**src/core/asbd_pkg.sv**
```systemverilog
// constants, field layouts and state types of the serial status and baud block
package asbd_pkg;

   localparam logic [7:0] OFS_STATUS_ONE = 8'h10;
   localparam logic [7:0] OFS_STATUS_TWO = 8'h14;
   localparam logic [7:0] OFS_DATA       = 8'h18;
   localparam logic [7:0] OFS_BAUD       = 8'h1C;
   localparam logic [7:0] OFS_CTRL       = 8'h20;
   localparam logic [7:0] OFS_IRQ_EN     = 8'h24;

   localparam logic [3:0] TICK_LAST      = 4'hF;
   localparam logic [3:0] SAMPLE_A       = 4'h7;
   localparam logic [3:0] SAMPLE_B       = 4'h8;
   localparam logic [3:0] SAMPLE_C       = 4'h9;
   localparam logic [3:0] FRAME_BITS_8   = 4'hA;
   localparam logic [3:0] FRAME_BITS_9   = 4'hB;

   typedef struct packed {
      logic tx_empty_flag;
      logic transmit_done_flag;
      logic rx_full_flag;
      logic idle_flag;
      logic overrun_flag;
      logic noise_flag;
      logic framing_error_flag;
      logic parity_error_flag;
   } asbd_stat_t;

   typedef struct packed {
      logic tx_empty_irq_enable;
      logic transmit_done_irq_enable;
      logic rx_full_irq_enable;
      logic idle_line_irq_enable;
      logic overrun_irq_enable;
      logic noise_irq_enable;
      logic framing_irq_enable;
      logic parity_irq_enable;
   } asbd_irq_en_t;

   typedef struct packed {
      logic       rx_ninth_bit;
      logic       tx_ninth_bit;
      logic       send_break;
      logic       parity_odd;
      logic       parity_enable;
      logic       nine_bit_mode;
      logic       rx_enable;
      logic       tx_enable;
   } asbd_ctrl_t;

   typedef struct packed {
      logic       rsvd_hi;
      logic       lin_break_filter_select;
      logic [1:0] baud_prescale_select;
      logic       rsvd_lo;
      logic [2:0] baud_divisor_select;
   } asbd_baud_t;

   localparam asbd_stat_t   STAT_RESET   = 8'hC0;
   localparam asbd_ctrl_t   CTRL_RESET   = 8'h00;
   localparam asbd_baud_t   BAUD_RESET   = 8'h00;
   localparam asbd_irq_en_t IRQ_EN_RESET = 8'h00;

   typedef enum logic [2:0] {
      RX_IDLE  = 3'b000,
      RX_START = 3'b001,
      RX_DATA  = 3'b010,
      RX_STOP  = 3'b011,
      RX_LIN   = 3'b100
   } asbd_rx_state_t;

   typedef enum logic [1:0] {
      TX_IDLE  = 2'b00,
      TX_PRE   = 2'b01,
      TX_FRAME = 2'b10,
      TX_BRK   = 2'b11
   } asbd_tx_state_t;

endpackage

```
**src/core/asbd_top.sv**
```systemverilog
// serial port status flags, data buffer, baud generator, receiver and transmitter
module asbd_top
(
   // clock and reset
   input  wire logic        i_clock,
   input  wire logic        i_reset_n,
   // apb slave
   input  wire logic        i_psel,
   input  wire logic        i_penable,
   input  wire logic        i_pwrite,
   input  wire logic [7:0]  i_paddr,
   input  wire logic [31:0] i_pwdata,
   output logic      [31:0] o_prdata,
   output logic             o_pready,
   output logic             o_pslverr,
   // serial pins
   input  wire logic        i_rxd,
   output logic             o_txd,
   // interrupt requests
   output logic             o_tx_irq,
   output logic             o_rx_irq,
   output logic             o_err_irq
);
   import asbd_pkg::*;

   function automatic logic maj3(input logic [2:0] s);
      maj3 = (s[0] & s[1]) | (s[0] & s[2]) | (s[1] & s[2]);
   endfunction

   function automatic logic [3:0] pre_divisor(input logic [1:0] sel);
      case (sel)
         2'h0:    pre_divisor = 4'h1;
         2'h1:    pre_divisor = 4'h3;
         2'h2:    pre_divisor = 4'h4;
         default: pre_divisor = 4'hD;
      endcase
   endfunction

   ////////////////////////////////////////////////////////////////////////////
   // registers and bus
   asbd_stat_t     stat_ff;
   asbd_ctrl_t     ctrl_ff;
   asbd_baud_t     baud_ff;
   asbd_irq_en_t   ien_ff;
   logic           bkf_ff;
   logic           rpf_ff;
   logic [7:0]     rx_buf_ff;
   logic [7:0]     tx_buf_ff;
   logic [7:0]     s1_seen_ff;
   logic           s2_seen_ff;
   logic           r8_ff;

   wire access    = i_psel & i_penable & o_pready;
   wire wr_en     = access & i_pwrite;
   wire rd_en     = access & ~i_pwrite;
   wire sel_s1    = (i_paddr == OFS_STATUS_ONE);
   wire sel_s2    = (i_paddr == OFS_STATUS_TWO);
   wire sel_data  = (i_paddr == OFS_DATA);
   wire sel_baud  = (i_paddr == OFS_BAUD);
   wire sel_ctrl  = (i_paddr == OFS_CTRL);
   wire sel_ien   = (i_paddr == OFS_IRQ_EN);
   wire mapped    = sel_s1 | sel_s2 | sel_data | sel_baud | sel_ctrl | sel_ien;
   wire data_rd   = rd_en & sel_data;
   wire data_wr   = wr_en & sel_data;

   // rx flags clear only if the status-1 read showed them set; noise clears after any status-1 read
   wire [7:0] rx_clr = data_rd ? (s1_seen_ff & 8'h3F) : 8'h00;
   wire       te_clr = data_wr & s1_seen_ff[7];
   wire       bk_clr = data_rd & s2_seen_ff;

   logic [31:0] rd_mux;
   assign rd_mux = sel_s1   ? {24'h000000, stat_ff} :
                   sel_s2   ? {30'h00000000, bkf_ff, rpf_ff} :
                   sel_data ? {24'h000000, rx_buf_ff} :
                   sel_baud ? {24'h000000, baud_ff} :
                   sel_ctrl ? {24'h000000, r8_ff, ctrl_ff[6:0]} :
                   sel_ien  ? {24'h000000, ien_ff} : 32'h00000000;

   // zero wait: pready rises in every access phase
   always_ff @(posedge i_clock or negedge i_reset_n)
   begin
      if (!i_reset_n)
      begin
         o_pready  <= 1'b0;
         o_prdata  <= 32'h00000000;
         o_pslverr <= 1'b0;
      end
      else
      begin
         o_pready  <= i_psel & ~i_penable;
         o_prdata  <= (i_psel & ~i_penable & ~i_pwrite) ? rd_mux : 32'h00000000;
         o_pslverr <= i_psel & ~i_penable & ~mapped;
      end
   end

   // receive data and ninth bit are not reset
   logic rx_done;
   logic rx_take;
   logic [7:0] rx_char;
   logic       rx_r8;
   always_ff @(posedge i_clock)
   begin
      if (rx_take)
      begin
         rx_buf_ff <= rx_char;
      end
      if (data_wr)
      begin
         tx_buf_ff <= i_pwdata[7:0];
      end
   end

   always_ff @(posedge i_clock)
   begin
      if (rx_take)
      begin
         r8_ff <= rx_r8;
      end
   end

   always_ff @(posedge i_clock or negedge i_reset_n)
   begin
      if (!i_reset_n)
      begin
         ctrl_ff    <= CTRL_RESET;
         baud_ff    <= BAUD_RESET;
         ien_ff     <= IRQ_EN_RESET;
         s1_seen_ff <= 8'h00;
         s2_seen_ff <= 1'b0;
      end
      else
      begin
         if (wr_en & sel_ctrl)
         begin
            // bit 7 reads back the received ninth bit, so its store stays zero
            ctrl_ff <= i_pwdata[7:0] & 8'h7F;
         end
         if (wr_en & sel_baud)
         begin
            baud_ff <= i_pwdata[7:0] & 8'h77;
         end
         if (wr_en & sel_ien)
         begin
            ien_ff <= i_pwdata[7:0];
         end
         if (rd_en & sel_s1)
         begin
            s1_seen_ff <= o_prdata[7:0] | 8'h04;
         end
         else if (data_rd | data_wr)
         begin
            s1_seen_ff <= 8'h00;
         end
         if (rd_en & sel_s2)
         begin
            s2_seen_ff <= o_prdata[1];
         end
         else if (data_rd)
         begin
            s2_seen_ff <= 1'b0;
         end
      end
   end

   ////////////////////////////////////////////////////////////////////////////
   // baud tick: prescale then power-of-two divide
   logic [3:0] pre_cnt_ff;
   logic [6:0] div_cnt_ff;
   wire [3:0] pre_last = pre_divisor(baud_ff.baud_prescale_select) - 4'h1;
   wire [6:0] div_mask = 7'((8'h01 << baud_ff.baud_divisor_select) - 8'h01);
   wire       pre_tick = (pre_cnt_ff >= pre_last);
   wire       tick     = pre_tick & ((div_cnt_ff & div_mask) == div_mask);

   always_ff @(posedge i_clock or negedge i_reset_n)
   begin
      if (!i_reset_n)
      begin
         pre_cnt_ff <= 4'h0;
         div_cnt_ff <= 7'h00;
      end
      else
      begin
         pre_cnt_ff <= pre_tick ? 4'h0 : pre_cnt_ff + 4'h1;
         if (tick)
         begin
            div_cnt_ff <= 7'h00;
         end
         else if (pre_tick)
         begin
            div_cnt_ff <= div_cnt_ff + 7'h01;
         end
      end
   end

   ////////////////////////////////////////////////////////////////////////////
   // receiver: three samples mid-bit, majority vote
   asbd_rx_state_t rx_state_ff;
   logic [3:0] rx_phase_ff;
   logic [3:0] rx_cnt_ff;
   logic [1:0] rx_samp_ff;
   logic [8:0] rx_shift_ff;
   logic       rx_noise_ff;
   logic       rx_one_ff;
   logic       line_high_ff;
   logic       idle_arm_ff;
   logic [7:0] idle_cnt_ff;

   wire [2:0] samples  = {rx_samp_ff, i_rxd};
   wire       bit_val  = maj3(samples);
   wire       bit_nz   = (samples != 3'h0) & (samples != 3'h7);
   wire       decide   = tick & (rx_phase_ff == SAMPLE_C) & (rx_state_ff != RX_IDLE);
   wire       nine     = ctrl_ff.nine_bit_mode;
   wire [3:0] data_lst = nine ? 4'h8 : 4'h7;
   wire [7:0] idle_len = nine ? {FRAME_BITS_9, 4'h0} : {FRAME_BITS_8, 4'h0};
   wire       start    = tick & ~i_rxd & line_high_ff & ctrl_ff.rx_enable;
   wire       is_brk   = ~rx_one_ff & ~bit_val;
   wire       stop_end = decide & (rx_state_ff == RX_STOP) & ~(is_brk & baud_ff.lin_break_filter_select);
   wire       lin_end  = decide & (rx_state_ff == RX_LIN);
   // lin mode: a break must stay low one bit past the stop slot
   wire       brk_det  = (stop_end & is_brk) | (lin_end & ~bit_val);
   wire       fe_det   = (stop_end & ~bit_val) | lin_end;
   wire [8:0] frame9   = nine ? rx_shift_ff : {rx_shift_ff[8], rx_shift_ff[8:1]};
   wire       par_bad  = ctrl_ff.parity_enable & ((^frame9[8:0] ^ (nine ? 1'b0 : frame9[8]))
                         != ctrl_ff.parity_odd);
   wire       idle_hit = ctrl_ff.rx_enable & (rx_state_ff == RX_IDLE) & tick & i_rxd
                         & (idle_cnt_ff == idle_len - 8'h01);

   assign rx_done = stop_end | lin_end;
   assign rx_take = rx_done & ~(stat_ff.rx_full_flag & ~rx_clr[5]);
   assign rx_char = brk_det ? 8'h00 : frame9[7:0];
   assign rx_r8   = brk_det ? 1'b0 : frame9[8];

   always_ff @(posedge i_clock or negedge i_reset_n)
   begin
      if (!i_reset_n)
      begin
         rx_state_ff  <= RX_IDLE;
         rx_phase_ff  <= 4'h0;
         rx_cnt_ff    <= 4'h0;
         rx_samp_ff   <= 2'h0;
         rx_shift_ff  <= 9'h000;
         rx_noise_ff  <= 1'b0;
         rx_one_ff    <= 1'b0;
         line_high_ff <= 1'b0;
         idle_cnt_ff  <= 8'h00;
      end
      else
      begin
         if (tick & i_rxd)
         begin
            line_high_ff <= 1'b1;
         end
         else if (rx_done & brk_det)
         begin
            line_high_ff <= 1'b0;
         end
         if (rx_state_ff != RX_IDLE || !ctrl_ff.rx_enable || (tick && !i_rxd))
         begin
            idle_cnt_ff <= 8'h00;
         end
         else if (tick && idle_cnt_ff != idle_len)
         begin
            idle_cnt_ff <= idle_cnt_ff + 8'h01;
         end
         if (tick)
         begin
            rx_phase_ff <= rx_phase_ff + 4'h1;
            if (rx_phase_ff == SAMPLE_A || rx_phase_ff == SAMPLE_B)
            begin
               rx_samp_ff <= {rx_samp_ff[0], i_rxd};
            end
         end
         case (rx_state_ff)
            RX_IDLE:
            begin
               if (start)
               begin
                  rx_state_ff <= RX_START;
                  rx_phase_ff <= 4'h1;
                  rx_noise_ff <= 1'b0;
                  rx_one_ff   <= 1'b0;
               end
            end
            RX_START:
            begin
               if (decide)
               begin
                  rx_state_ff <= bit_val ? RX_IDLE : RX_DATA;
                  rx_cnt_ff   <= 4'h0;
                  rx_noise_ff <= bit_nz;
               end
            end
            RX_DATA, RX_STOP, RX_LIN:
            begin
               if (decide)
               begin
                  rx_noise_ff <= rx_noise_ff | bit_nz;
                  if (rx_state_ff == RX_DATA)
                  begin
                     rx_shift_ff <= {bit_val, rx_shift_ff[8:1]};
                     rx_one_ff   <= rx_one_ff | bit_val;
                     rx_cnt_ff   <= rx_cnt_ff + 4'h1;
                     if (rx_cnt_ff == data_lst)
                     begin
                        rx_state_ff <= RX_STOP;
                     end
                  end
                  else if (rx_done)
                  begin
                     rx_state_ff <= RX_IDLE;
                  end
                  else
                  begin
                     rx_state_ff <= RX_LIN;
                  end
               end
            end
            default:
            begin
               rx_state_ff <= RX_IDLE;
            end
         endcase
         if (!ctrl_ff.rx_enable)
         begin
            rx_state_ff <= RX_IDLE;
         end
      end
   end

   ////////////////////////////////////////////////////////////////////////////
   // transmitter
   asbd_tx_state_t tx_state_ff;
   logic [3:0]  tx_phase_ff;
   logic [3:0]  tx_cnt_ff;
   logic [10:0] tx_shift_ff;
   logic        tx_en_d_ff;

   wire [3:0] frame_len = nine ? FRAME_BITS_9 : FRAME_BITS_8;
   wire       bit_end   = tick & (tx_phase_ff == TICK_LAST);
   wire       last_bit  = bit_end & (tx_cnt_ff == frame_len - 4'h1);
   wire       tx_rise   = ctrl_ff.tx_enable & ~tx_en_d_ff;
   wire       tx_load   = (tx_state_ff == TX_IDLE) & ~tx_rise & ~ctrl_ff.send_break
                          & ctrl_ff.tx_enable & ~stat_ff.tx_empty_flag;
   wire       par7      = ^tx_buf_ff[6:0] ^ ctrl_ff.parity_odd;
   wire       par8      = ^tx_buf_ff ^ ctrl_ff.parity_odd;
   wire       bit7      = ctrl_ff.parity_enable & ~nine ? par7 : tx_buf_ff[7];
   wire       bit8      = nine ? (ctrl_ff.parity_enable ? par8 : ctrl_ff.tx_ninth_bit) : 1'b1;
   wire [10:0] frame    = {1'b1, bit8, bit7, tx_buf_ff[6:0], 1'b0};

   asbd_tx_state_t nxt_tx_state;
   assign nxt_tx_state = (tx_state_ff == TX_IDLE) ?
                            (tx_rise ? TX_PRE :
                             (ctrl_ff.send_break & ctrl_ff.tx_enable) ? TX_BRK :
                             tx_load ? TX_FRAME : TX_IDLE) :
                         (last_bit & ~(tx_state_ff == TX_BRK & ctrl_ff.send_break)) ? TX_IDLE :
                         tx_state_ff;
   wire nxt_txd = (nxt_tx_state == TX_BRK) ? 1'b0 :
                  (nxt_tx_state == TX_FRAME) ? (tx_load ? 1'b0 : (bit_end ? tx_shift_ff[1] : tx_shift_ff[0])) :
                  1'b1;

   // bit timing restarts on queueing, so the line moves within one clock
   always_ff @(posedge i_clock or negedge i_reset_n)
   begin
      if (!i_reset_n)
      begin
         tx_state_ff <= TX_IDLE;
         tx_phase_ff <= 4'h0;
         tx_cnt_ff   <= 4'h0;
         tx_shift_ff <= 11'h7FF;
         tx_en_d_ff  <= 1'b0;
         o_txd       <= 1'b1;
      end
      else
      begin
         tx_en_d_ff  <= ctrl_ff.tx_enable;
         tx_state_ff <= nxt_tx_state;
         o_txd       <= nxt_txd;
         if (tx_state_ff == TX_IDLE)
         begin
            tx_phase_ff <= 4'h0;
            tx_cnt_ff   <= 4'h0;
            tx_shift_ff <= frame;
         end
         else
         begin
            if (tick)
            begin
               tx_phase_ff <= tx_phase_ff + 4'h1;
            end
            if (last_bit)
            begin
               tx_cnt_ff <= 4'h0;
            end
            else if (bit_end)
            begin
               tx_cnt_ff   <= tx_cnt_ff + 4'h1;
               tx_shift_ff <= {1'b1, tx_shift_ff[10:1]};
            end
         end
      end
   end

   ////////////////////////////////////////////////////////////////////////////
   // status flags: a set in the same cycle beats the clear
   asbd_stat_t nxt_stat;
   wire nxt_te = tx_load | (stat_ff.tx_empty_flag & ~te_clr);
   assign nxt_stat.tx_empty_flag      = nxt_te;
   assign nxt_stat.transmit_done_flag = nxt_te & (nxt_tx_state == TX_IDLE);
   assign nxt_stat.rx_full_flag       = rx_take | (stat_ff.rx_full_flag & ~rx_clr[5]);
   assign nxt_stat.idle_flag          = (idle_hit & idle_arm_ff) | (stat_ff.idle_flag & ~rx_clr[4]);
   assign nxt_stat.overrun_flag       = (rx_done & ~rx_take) | (stat_ff.overrun_flag & ~rx_clr[3]);
   assign nxt_stat.noise_flag         = (rx_take & rx_noise_ff) | (stat_ff.noise_flag & ~rx_clr[2]);
   assign nxt_stat.framing_error_flag = (rx_take & fe_det) | (stat_ff.framing_error_flag & ~rx_clr[1]);
   assign nxt_stat.parity_error_flag  = (rx_take & ~brk_det & par_bad) | (stat_ff.parity_error_flag & ~rx_clr[0]);

   always_ff @(posedge i_clock or negedge i_reset_n)
   begin
      if (!i_reset_n)
      begin
         stat_ff     <= STAT_RESET;
         bkf_ff      <= 1'b0;
         rpf_ff      <= 1'b0;
         idle_arm_ff <= 1'b0;
         o_tx_irq    <= 1'b0;
         o_rx_irq    <= 1'b0;
         o_err_irq   <= 1'b0;
      end
      else
      begin
         stat_ff <= nxt_stat;
         bkf_ff  <= (rx_take & brk_det) | (bkf_ff & ~bk_clr);
         if (start & (rx_state_ff == RX_IDLE))
         begin
            rpf_ff <= 1'b1;
         end
         else if ((decide & (rx_state_ff == RX_START) & bit_val) | idle_hit | rx_done)
         begin
            rpf_ff <= 1'b0;
         end
         if (!ctrl_ff.rx_enable | (idle_hit & idle_arm_ff) | rx_clr[4])
         begin
            idle_arm_ff <= 1'b0;
         end
         if (rx_take & ~brk_det)
         begin
            idle_arm_ff <= 1'b1;
         end
         o_tx_irq  <= (nxt_stat.tx_empty_flag & ien_ff.tx_empty_irq_enable)
                    | (nxt_stat.transmit_done_flag & ien_ff.transmit_done_irq_enable);
         o_rx_irq  <= nxt_stat.rx_full_flag & ien_ff.rx_full_irq_enable;
         o_err_irq <= (nxt_stat.idle_flag & ien_ff.idle_line_irq_enable)
                    | (nxt_stat.overrun_flag & ien_ff.overrun_irq_enable)
                    | (nxt_stat.noise_flag & ien_ff.noise_irq_enable)
                    | (nxt_stat.framing_error_flag & ien_ff.framing_irq_enable)
                    | (nxt_stat.parity_error_flag & ien_ff.parity_irq_enable);
      end
   end

endmodule // asbd_top

```
**config.mk**
```make
export PLATFORM = sky130hd
export DESIGN_NAME = asbd_top
export DESIGN_NICKNAME = d
export VERILOG_FILES = /design/src/core/asbd_pkg.sv /design/src/core/asbd_top.sv
export SDC_FILE = /design/constraint.sdc
export NUM_CORES = 1
export LEC_CHECK = 0
export BUFFER_PORTS_ARGS = -buffer_cell sky130_fd_sc_hd__buf_2
export CORE_MARGIN = 2
export CORE_UTILIZATION = 50
export DETAILED_ROUTE_END_ITERATION = 6
export GPL_ROUTABILITY_DRIVEN = 0
export MAX_ROUTING_LAYER = met4
export PLACE_DENSITY = 0.81
export SLEW_MARGIN = 20
export SYNTH_ARGS = -nofsm -noshare
export SYNTH_HDL_FRONTEND = slang
export SYNTH_SLANG_ARGS = --single-unit
```
**constraint.sdc**
```tcl
create_clock -name i_clock -period 3.05 [get_ports i_clock]
set_input_delay 0.1525 -clock i_clock [delete_from_list [all_inputs] [get_ports i_clock]]
set_output_delay 0.1525 -clock i_clock [all_outputs]
set_load 0.1 [all_outputs]
```
==> results.md, run 1 <==
* Async S/R FF share, synth at 87.50%
* Maximum number of pins on one net before global-route repair at 55
* Worst hold slack after final layout at 0.01419 ns
* Post-synthesis register bit count at 136
* Die boundary width at 122.9 µm
* Post-synthesis to final-layout area growth at 13.94%
* Outcome: complete, no violations
* DRC viols at 0
* Vias in the first global route at 5,213
* RSZ-0062 raised after global routing: false
* Filler cell count at 1,082
* Drt first-iter violations at 501
* Slew of the pin with the lowest slew margin at 0.8478 ns
* Ratio of routed vias to standard cells at 5.729
* Total Nets Final at 772
* Die ar. at 0.01510 mm²
* Overall die height at 122.9 µm
* Hold Fails Final Rpt at 0
* Static leakage at 3.626 nW
* Class of the worst hold path: in -> reg
* Clock slew seen by the registers of the worst setup and hold paths at 0.06 ns
* Post-CTS Setup Inserts at 0
* Number of optimization iterations in the first detailed-route pass at 5
* Share of post-route cells with drive strength above 1 at 20.61%
* Fin. max-slew vios at 0
* Distinct cells, synth at 77
* Number of diodes added for antenna fixing at 0
* Starting density of the core at 51.09%
* Count of input and output buffers at 35
* Final total negative setup slack at 0 ns
* Avg Inst Size Synth at 10.79 µm²
* Crit share post-route at 93.52%
* Highest net fanout along the worst path at 10
* CTS Root Buffer Type: sky130_fd_sc_hd__clkbuf_16
* Maximum clock frequency at 350.6 MHz
* Global router's overall resource usage at 23.02%
* Final-report setup violation count at 0
* Number of I/O pins at 84
* Wire length reported by the detailed router at 16,010 µm
* Total of warnings raised by yosys at 0
* Post-synthesis instance area at 0.007064 mm²
* Global-route wire length before repair at 25,810 µm
* Final global-route overflow total at 0
* Critical path startpoint category: register
* Maximum level of the CTS H-tree at 4
* Standard-cell row count at 43
* Maximum Capacitance Violations at 0
* CP Class: reg -> reg
* Routed WL per cell at 17.73 µm
* Sequential share of the synthesized area at 49.61%
* Cell Pwr Density at 556.0 mW/mm²
* Number of buffers on the longest clock path at 2
* Top_reg_cell synth: sky130_fd_sc_hd__dfrtp_1
* Relative slew slack at 43.48%
* Worst Clk Skew at 0.01099 ns
* Crit path time final at 2.852 ns
* Number of cells produced by synthesis at 655
* Number of flops mapped to enable cells by yosys at 17
* Num CTS Buffers at 17
* Antenna violations before repair at 0
* Worst EP arrival at 3.01 ns
* Count of instances resized after the clock tree is built at 0
* Setup crit end kind: register
* Antenna Violating Nets Remaining at 0
* Core area at 0.01383 mm²
* Sequential cell area at 0.003505 mm²
* Count of vias placed by the detailed router at 5,173
* Later-pin clock latency in the skew report at 0.44 ns
* Worst-case vdd ir drop at 457.9 µV
* DP HPWL at 11,240 µm
* Multi-input logic area at 0.003299 mm²
* Clock tree from TritonCTS: yes
* Worst path required time at 3.20 ns
* CTS sink cnt at 136
==> metrics by stage <==
stage	worst slack, ns	std cells	utilization, %	area [µm²]	power [mW]
after floorplan	0.4862	678	-	7151	2.374
after global placement	0.3201	861	53.34	7376	2.449
after detailed placement	0.2690	861	53.34	7376	2.488
after CTS	0.1594	903	58.21	8049	4.484
after global routing	0.01846	903	58.21	8049	4.624
final	0.1977	903	58.21	8049	4.475
==> power breakdown <==
| group | switching (mW) | total (mW) | internal (mW) |
|---|---|---|---|
| combinational | 0.361 | 0.507 | 0.146 |
| sequential | 0.0658 | 1.96 | 1.90 |
| clock | 0.824 | 2.00 | 1.18 |
| total | 1.25 | 4.47 | 3.22 |
==> per-layer routing <==
| metal | global-route usage, % | share of wire, % |
|---|---|---|
| met5 | - | 0 |
| met4 | 9.555 | 2.5 |
| met3 | 4.833 | 4.6 |
| met2 | 37.53 | 50 |
| met1 | 27.81 | 42 |
==> cell type report <==
type | instances | share of cell area (%)
well taps | 180 | 2.798
multi-input cells | 479 | 40.99
flip-flops and latches | 136 | 43.54
inverters | 17 | 0.7928
clock inverters | 12 | 1.430
repair buffers | 59 | 4.757
clock buffers | 20 | 5.689
==> registers in the layout, summed over array words and instances (netlist names), 7 cells and up <==
name         count
div_cnt_ff       7
idle_cnt_ff      8
ien_ff           8
o_prdata         8
rx_buf_ff        8
rx_shift_ff      9
s1_seen_ff       7
stat_ff          8
tx_buf_ff        8
tx_shift_ff     10
==> kinds of logic after synthesis <==
family,synth area share (%)
muxes,9.918
AOI/OAI and AO/OA,10.79
DFF,49.61
and+or+nand+nor,17.22
buffers and inverters,4.906
other,0.05308
xor gates and xnor gates,4.534
adders and majority gates,2.976
==> synthesized netlist by cell type (all sizes together), types with 3 or more instances <==
master	instances	share of area, %
nand4	11	1.3
and2	5	0.44
a31oi	6	0.53
dfrtp	106	38
a2111oi	3	0.64
a21oi	24	1.8
nor4b	3	0.46
or3	6	0.53
nand3	21	1.6
nor2b	10	0.89
nand2	66	3.6
nand3b	3	0.32
edfxtp	17	7.2
and3	6	0.53
o31ai	3	0.51
a32oi	4	0.50
nand2b	9	0.80
mux2i	25	3.5
mux2	40	6.4
inv	17	0.90
buf	35	3.4
a22o	7	0.87
ha	16	2.8
dfstp	13	4.8
o21ai	38	2.7
xnor2	23	2.9
nor2	54	2.9
o2bb2ai	5	0.62
clkbuf	11	0.58
nor3b	5	0.85
xor2	11	1.4
nor3	16	1.5
a22oi	6	0.64
==> placed cells by master, fill, tap and decap left out, types with 18 or more instances in the layout <==
cell and instances:
sky130_fd_sc_hd__a21oi_1 23, sky130_fd_sc_hd__buf_2 34, sky130_fd_sc_hd__clkbuf_16 18, sky130_fd_sc_hd__conb_1 24
sky130_fd_sc_hd__dfrtp_1 106, sky130_fd_sc_hd__mux2_2 34, sky130_fd_sc_hd__mux2i_1 25, sky130_fd_sc_hd__nand2_1 63
sky130_fd_sc_hd__nand3_1 20, sky130_fd_sc_hd__nor2_1 53, sky130_fd_sc_hd__o21ai_0 32, sky130_fd_sc_hd__xnor2_1 23
==> critical path, stage by stage, from the launching register on <==
cell and delay [ns]:
sky130_fd_sc_hd__dfrtp_1 0.39, sky130_fd_sc_hd__inv_1 0.07, sky130_fd_sc_hd__ha_1 0.20, sky130_fd_sc_hd__ha_1 0.28, sky130_fd_sc_hd__nand2b_1 0.16, sky130_fd_sc_hd__a2111oi_4 0.13
sky130_fd_sc_hd__nor3_4 0.31, sky130_fd_sc_hd__nand3_1 0.27, sky130_fd_sc_hd__nor2_1 0.61, sky130_fd_sc_hd__nor2_1 0.13
==> final timing paths <==
check	start	endpoint	slack (ns)	cells after the start
setup / recovery	baud_ff[4]$_DFFE_PN0P_	rx_buf_ff[3]$_SDFFCE_PP0P_	0.20	9
hold / removal	i_psel	o_pready$_DFF_PN0_	0.01	2
max in group asynchronous	i_reset_n	stat_ff[6]$_DFF_PN1_	1.78	3
hold reg to reg	ctrl_ff[0]$_DFFE_PN0P_	tx_en_d_ff$_DFF_PN0_	0.45	0
min in group asynchronous	i_reset_n	tx_cnt_ff[2]$_DFFE_PN0P_	0.30	2
setup reg to reg	baud_ff[4]$_DFFE_PN0P_	rx_buf_ff[3]$_SDFFCE_PP0P_	0.20	9
==> repair_timing <==
| action | 4_1_cts | 5_1_grt |
|---|---|---|
| hold endpoints to repair | 66 | 0 |
| setup endpoints to repair | 0 | 10 |
| hold buffers | 10 | 0 |
(Power assumes the default switching activity.)
==> run 2, diff against run 1 <==
Settings changed: ABC_AREA set to 0, CORE_MARGIN 2 to not set, GPL_ROUTABILITY_DRIVEN 0 to not set.
==> results.md, run 2 (synthesis gave the netlist of run 1 again) <==
* Die ar. at 0.01461 mm² (-3.2%)
* Buffers plus inverters on the worst setup path at 2 (+1)
* Overall die height at 120.9 µm (-1.6%)
* Die boundary width at 120.9 µm (-1.6%)
* Setup crit end kind: register
* DP HPWL at 10,820 µm (-3.7%)
* Starting density of the core at 51.09% (unchanged)
* RSZ-0062 raised after global routing: false
* Drt first-iter violations at 373 (-26%)
* Core area at 0.01383 mm² (unchanged)
* Antenna Violating Nets Remaining at 0 (unchanged)
* Top Registers: tx_shift_ff: 10 flops, rx_shift_ff: 9 flops
* Ratio of routed vias to standard cells at 5.764 (+0.62%)
* Maximum level of the CTS H-tree at 4 (unchanged)
* PnR Total Power at 4.721 mW (+5.5%)
* Critical Path Start: baud_ff[4]$_DFFE_PN0P_
* Vias in the first global route at 5,122 (-1.7%)
* Leading cell types in the layout, fill and taps excluded: sky130_fd_sc_hd__dfrtp_1 (106), sky130_fd_sc_hd__nand2_1 (63), sky130_fd_sc_hd__nor2_1 (52)
* Count of input and output buffers at 35 (unchanged)
* Worst-case vdd ir drop at 409.8 µV (-11%)
* FF-to-FF path depth at 10 (+1)
* Final-report setup violation count at 0 (unchanged)
* Wire length reported by the detailed router at 15,850 µm (-1.0%)
* Delay-heaviest family, CP: compound AO/OA/AOI/OAI gates
* Cells traversed along the worst timing path: inv_1 > ha_1 > ha_1 > a2111oi_4 > buf_4 > nor3_2 > nand2_1 > o32a_1 > nor3_1 > o21a_1
* Filler cell count at 1,044 (-3.5%)
* End of the worst register-to-register path: o_tx_irq$_DFF_PN0_
* Hold Fails Final Rpt at 0 (unchanged)
* Crit share post-route at 89.03% (-4.5 points)
* Register ranked first by flip-flop count: tx_shift_ff
* Count of vias placed by the detailed router at 5,205 (+0.62%)
* Post-synthesis to final-layout area growth at 15.32%
* CP Class: reg -> reg
* Final global-route overflow total at 0 (unchanged)
* Maximum Capacitance Violations at 0 (unchanged)
* Gpl congestion at 0.8940
* Number of I/O pins at 84 (unchanged)
* Clock slew seen by the registers of the worst setup and hold paths at 0.06 ns (about the same)
* Outcome: complete, no violations
* Maximum number of pins on one net before global-route repair at 64 (+16%)
* Largest stage delay on the critical path at 0.47 ns (-0.14 ns)
* Setup slack of the worst register-to-register path at 0.33 ns (+0.14 ns)
* Cell Pwr Density at 579.4 mW/mm² (+4.2%)
* Routed WL per cell at 17.55 µm (-1.0%)
* Highest net fanout along the worst path at 5 (-5)
* Crit path time final at 2.715 ns (-0.1369 ns)
* Global-route wire length before repair at 25,750 µm (-0.24%)
* Max FFs per register at 10 (unchanged)
* Worst setup path endpoint: o_tx_irq$_DFF_PN0_
* Worst EP arrival at 3.07 ns (+0.06 ns)
* Number of buffers on the longest clock path at 2 (unchanged)
* Static leakage at 3.673 nW (+1.3%)
* Slowest library cell on the worst path: sky130_fd_sc_hd__o32a_1
* Number of diodes added for antenna fixing at 0 (unchanged)
* Maximum clock frequency at 368.3 MHz (+5.0%)
* Worst Clk Skew at 0.008575 ns (-0.002418 ns)
* Number of optimization iterations in the first detailed-route pass at 5 (unchanged)
* Standard-cell row count at 43 (unchanged)
* Critical path startpoint category: register
* Sequential cell area at 0.003505 mm² (unchanged)
* Later-pin clock latency in the skew report at 0.43 ns (about the same)
* Fin. max-slew vios at 0 (unchanged)
* Global router's overall resource usage at 23.58% (+0.56 points)
* CTS sink cnt at 136 (unchanged)
* CTS Root Buffer Type: sky130_fd_sc_hd__clkbuf_16
* Final total negative setup slack at 0 ns (unchanged)
* Class of the worst hold path: in -> reg
* DRC viols at 0 (unchanged)
* Share of post-route cells with drive strength above 1 at 21.16% (+0.55 points)
* Relative slew slack at 46.03% (+2.6 points)
* Total Nets Final at 772 (unchanged)
* Clock tree from TritonCTS: yes
* Slew of the pin with the lowest slew margin at 0.8095 ns (-0.03827 ns)
* Commonest non-fill, non-tap cell in the layout: sky130_fd_sc_hd__dfrtp_1
* Startpoint of the worst register-to-register path: baud_ff[4]$_DFFE_PN0P_
* Most numerous cell on the critical path: sky130_fd_sc_hd__ha_1
* Num CTS Buffers at 17 (unchanged)
* Antenna violations before repair at 0 (unchanged)
* Cell depth of the worst setup path at 10 (+1)
* Worst path required time at 3.41 ns (+0.21 ns)
* Multi-input logic area at 0.003307 mm² (+0.23%)
-- run 2: what timing repair did --
action | in CTS | in global routing
hold endpoints to repair | 59 | 0
resized for setup | 0 | 2
hold buffers | 10 | 0
endpoints found under the setup margin | 0 | 7
buffers inserted | 0 | 1
-- run 2: how the worst min path moves through the flow --
stage	start	end	depth (start not counted)
global route	i_psel	o_pready$_DFF_PN0_	2
CTS	i_psel	o_pready$_DFF_PN0_	2
finish	i_psel	o_pready$_DFF_PN0_	2
detailed placement	i_reset_n	tx_phase_ff[3]$_DFFE_PN0P_	1
global placement	i_reset_n	tx_phase_ff[3]$_DFFE_PN0P_	1
floorplan	i_reset_n	baud_ff[0]$_DFFE_PN0P_	0
-- run 2: metal layers --
metal  vias up  share of wire, %  GRT usage, %
met1      2617                43         28.82
li1       2406                 -             -
met4         0               1.9         8.565
met3        33               4.8         5.169
met5         -                 0             -
met2       149                50         38.50
-- run 2: final cells by class --
| cell class | count | share of cell area [%] |
|---|---|---|
| clock buffers | 17 | 5.222 |
| clock inverters | 15 | 2.765 |
| inverters | 17 | 0.7833 |
| multi-input cells | 479 | 40.59 |
| flip-flops and latches | 136 | 43.02 |
| well taps | 180 | 2.765 |
| repair buffers | 59 | 4.853 |
-- run 2: where the power goes --
group          switching (mW)  total, mW  internal (mW)
Combinational           0.350      0.499          0.148
Clock                   0.805       2.26           1.45
Sequential             0.0630       1.96           1.90
Total                    1.22       4.72           3.50
-- run 2: metrics by stage --
stage          area [µm²]  utilization [%]  hold WS, ns  setup WS, ns  cells
3_5_place_dp         7381            53.38       0.2939        0.2323    860
2_1_floorplan        7151                -      -0.1431        0.4862    678
5_1_grt              8147            58.92      0.02570        0.1211    903
4_1_cts              8132            58.81      0.01120        0.2005    902
3_3_place_gp         7381            53.38       0.2791        0.2729    860
6_report             8147            58.92      0.02093        0.3346    903
==> run 3, diff against run 2 <==
Settings changed: ABC_AREA 0 to 1.
==> results.md, run 3 <==
* Outcome: complete, no violations
* Post-layout util at 58.78% (-0.14 points)
* Slew of the pin with the lowest slew margin at 0.9421 ns (+0.1326 ns)
* Standard-cell row count at 43 (unchanged)
* Number of I/O pins at 84 (unchanged)
* DP HPWL at 11,890 µm (+9.8%)
* Cell Pwr Density at 547.4 mW/mm² (-5.5%)
* Commonest non-fill, non-tap cell in the layout: sky130_fd_sc_hd__nand2_1
* Crit share post-route at 89.22% (+0.19 points)
* Number of buffers on the longest clock path at 2 (unchanged)
* Antenna Violating Nets Remaining at 0 (unchanged)
* Critical path startpoint category: register
* Share of post-route cells with drive strength above 1 at 13.14% (-8.0 points)
* Routing layer with the top usage in global route: met2
* Later-pin clock latency in the skew report at 0.42 ns (about the same)
* Total of warnings raised by yosys at 0 (unchanged)
* PnR Total Power at 4.484 mW (-5.0%)
* Core area at 0.01393 mm² (+0.78%)
* Worst-case vdd ir drop at 422.5 µV (+3.1%)
* Maximum level of the CTS H-tree at 4 (unchanged)
* Maximum clock frequency at 367.5 MHz (-0.21%)
* Antenna violations before repair at 0 (unchanged)
* CP Class: reg -> reg
* Final design instance area without fill at 0.008190 mm² (+0.54%)
* Post-synthesis register bit count at 136 (unchanged)
* Die boundary width at 121.8 µm (+0.77%)
* CTS Root Buffer Type: sky130_fd_sc_hd__clkbuf_16
* Number of optimization iterations in the first detailed-route pass at 5 (unchanged)
* Number of cells produced by synthesis at 866 (+32%)
* Async S/R FF share, synth at 87.50% (unchanged)
* Relative slew slack at 36.62% (-9.4 points)
* Drt first-iter violations at 499 (+34%)
* Top cell type by total area after synthesis: sky130_fd_sc_hd__dfrtp_1
* Final-report setup violation count at 0 (unchanged)
* Register ranked first by flip-flop count: tx_shift_ff
* Area post-placement at 0.007480 mm² (+1.3%)
* Met2 global-route usage at 39.83% (+1.3 points)
* Gpl congestion at 0.9801 (+9.6%)
* Wire length reported by the detailed router at 16,600 µm (+4.7%)
* Setup crit end kind: register
* Clock tree from TritonCTS: yes
* Count of vias placed by the detailed router at 6,034 (+16%)
* RSZ-0062 raised after global routing: false
* Worst path required time at 3.34 ns (-0.07 ns)
* Distinct cells, synth at 54 (-30%)
* Worst EP arrival at 3.01 ns (-0.06 ns)
* Global router's overall resource usage at 25.23% (+1.7 points)
* Top Registers: tx_shift_ff: 10 flops, rx_shift_ff: 9 flops
* Worst Clk Skew at 0.007467 ns (-0.001108 ns)
* Total Nets Final at 985 (+28%)
* Class of the worst hold path: in -> reg
* Global Route met1 Usage at 31.57% (+2.8 points)
* Dominant cells by area after synthesis: sky130_fd_sc_hd__dfrtp_1 (37%), sky130_fd_sc_hd__nand2_1 (11%), sky130_fd_sc_hd__edfxtp_1 (7.1%), sky130_fd_sc_hd__o21ai_0 (6.3%), sky130_fd_sc_hd__inv_1 (5.9%)
* Starting density of the core at 51.50% (+0.40 points)
* Top-area cell type share of the netlist area at 36.97% (-0.58 points)
* Fin. max-slew vios at 0 (unchanged)
* Max FFs per register at 10 (unchanged)
* Number of diodes added for antenna fixing at 0 (unchanged)
* Vias in the first global route at 5,809 (+13%)
* Filler cell count at 1,162 (+11%)
* Ratio of routed vias to standard cells at 5.407 (-6.2%)
* Highest net fanout along the worst path at 12 (+7)
* Post-CTS Setup Inserts at 0 (unchanged)
* Post-synthesis to final-layout area growth at 14.14%
* Final global-route overflow total at 0 (unchanged)
* Crit path time final at 2.721 ns (+0.005732 ns)
* Die ar. at 0.01483 mm² (+1.5%)
* Avg Inst Size Synth at 8.286 µm² (-23%)
* Top_reg_cell synth: sky130_fd_sc_hd__dfrtp_1
* Global-route wire length before repair at 27,820 µm (+8.0%)
* Num CTS Buffers at 17 (unchanged)
* Maximum number of pins on one net before global-route repair at 59 (-7.8%)
* Overall die height at 121.8 µm (+0.77%)
* Worst hold slack after final layout at 0.1208 ns (+0.09987 ns)
* Static leakage at 3.884 nW (+5.7%)
* Leading post-synthesis cells by instance count: sky130_fd_sc_hd__nand2_1 (218), sky130_fd_sc_hd__inv_1 (112), sky130_fd_sc_hd__dfrtp_1 (106), sky130_fd_sc_hd__o21ai_0 (91), sky130_fd_sc_hd__nor2_1 (61)
* Sequential share of the synthesized area at 48.84% (-0.77 points)
* Number of flops mapped to enable cells by yosys at 17 (unchanged)
* Grt met3 use at 5.524% (+0.36 points)
* CTS sink cnt at 136 (unchanged)
* Leading cell types in the layout, fill and taps excluded: sky130_fd_sc_hd__nand2_1 (218), sky130_fd_sc_hd__inv_1 (112), sky130_fd_sc_hd__dfrtp_1 (106)
* Count of input and output buffers at 35 (unchanged)
* Post-synthesis instance area at 0.007176 mm² (+1.6%)
* DRC viols at 0 (unchanged)
* Clock slew seen by the registers of the worst setup and hold paths at 0.06 ns (about the same)
* Hold Fails Final Rpt at 0 (unchanged)
* Final total negative setup slack at 0 ns (unchanged)
* Maximum Capacitance Violations at 0 (unchanged)
* Count leader, synth: sky130_fd_sc_hd__nand2_1
* Routed WL per cell at 14.87 µm (-15%)
==> run 3: cell types whose count changed after synthesis, sizes merged, moves of 25 or more <==
| cell | before | now |
|---|---|---|
| inv | 17 | 117 |
| mux2 | 40 | 1 |
| mux2i | 25 | 0 |
| nand2 | 66 | 224 |
| nand3 | 21 | 50 |
| o21ai | 38 | 97 |
==> run 3: cell families after synthesis <==
family,after synthesis,synth area share [%]
and+or+nand+nor,382,23.75
AOI/OAI and AO/OA,157,12.69
adders and majority gates,16,2.790
xor gates and xnor gates,16,1.953
muxes,1,0.1569
DFF,136,48.84
buffers and inverters,157,9.764
other,1,0.05226
==> run 3: critical path, cell delays in order (launching register included) <==
cell,delay [ns]
sky130_fd_sc_hd__dfrtp_1,0.37
sky130_fd_sc_hd__inv_1,0.07
sky130_fd_sc_hd__ha_1,0.30
sky130_fd_sc_hd__ha_1,0.30
sky130_fd_sc_hd__inv_1,0.06
sky130_fd_sc_hd__nor2_1,0.03
sky130_fd_sc_hd__o21ai_1,0.15
sky130_fd_sc_hd__nand3_2,0.19
sky130_fd_sc_hd__nand4_2,0.25
sky130_fd_sc_hd__nor2_1,0.08
sky130_fd_sc_hd__nor2_2,0.31
sky130_fd_sc_hd__nor2_4,0.14
sky130_fd_sc_hd__o21ai_2,0.10
sky130_fd_sc_hd__nand2_2,0.06
sky130_fd_sc_hd__nand2_1,0.06
sky130_fd_sc_hd__nand3_1,0.09
==> run 3: report_power, final <==
group	total, mW	switching, mW	internal (mW)
Clock	2.06	0.759	1.30
Combinational	0.475	0.362	0.114
Sequential	1.95	0.0468	1.90
Total	4.48	1.17	3.32
==> run 3: per-stage QoR <==
step                std cells  setup WS (ns)
floorplan                 889         0.5741
global route             1116        0.05271
global placement         1073         0.3755
finish                   1116         0.3289
CTS                      1116         0.2130
detailed placement       1073         0.2484
==> run 3: what timing repair did <==
action | in CTS | in global routing
gates resized for setup | 0 | 1
hold endpoints to repair | 55 | 0
hold buffers | 11 | 0
setup endpoints to repair | 0 | 3
==> run 3: layout make-up <==
cell class	instances	area, µm²	area share (%)
sequential	136	3505	42.79
multi-input combinational	596	3062	37.38
clock buffer	19	442.9	5.408
inverter	118	442.9	5.408
timing repair buffer	54	360.3	4.400
tap	180	225.2	2.750
clock inverter	13	152.6	1.864
==> run 3: per-layer routing <==
layer	part of all wire, %	routed length [µm]
met3	6.4	1061
met5	0	0
met1	42	7034
met4	2.4	401
met2	49	8099
==> run 3: final timing paths <==
path,startpoint,to,slack [ns],cells after the start
max,baud_ff[4]$_DFFE_PN0P_,o_err_irq$_DFF_PN0_,0.33,15
max reg2reg,baud_ff[4]$_DFFE_PN0P_,o_err_irq$_DFF_PN0_,0.33,15
min,i_rxd,line_high_ff$_DFFE_PN0P_,0.12,3
min in group asynchronous,i_reset_n,tx_cnt_ff[2]$_DFFE_PN0P_,0.35,2
min reg2reg,ctrl_ff[0]$_DFFE_PN0P_,tx_en_d_ff$_DFF_PN0_,0.47,0
max in group asynchronous,i_reset_n,rx_cnt_ff[1]$_DFFE_PN0P_,1.93,3
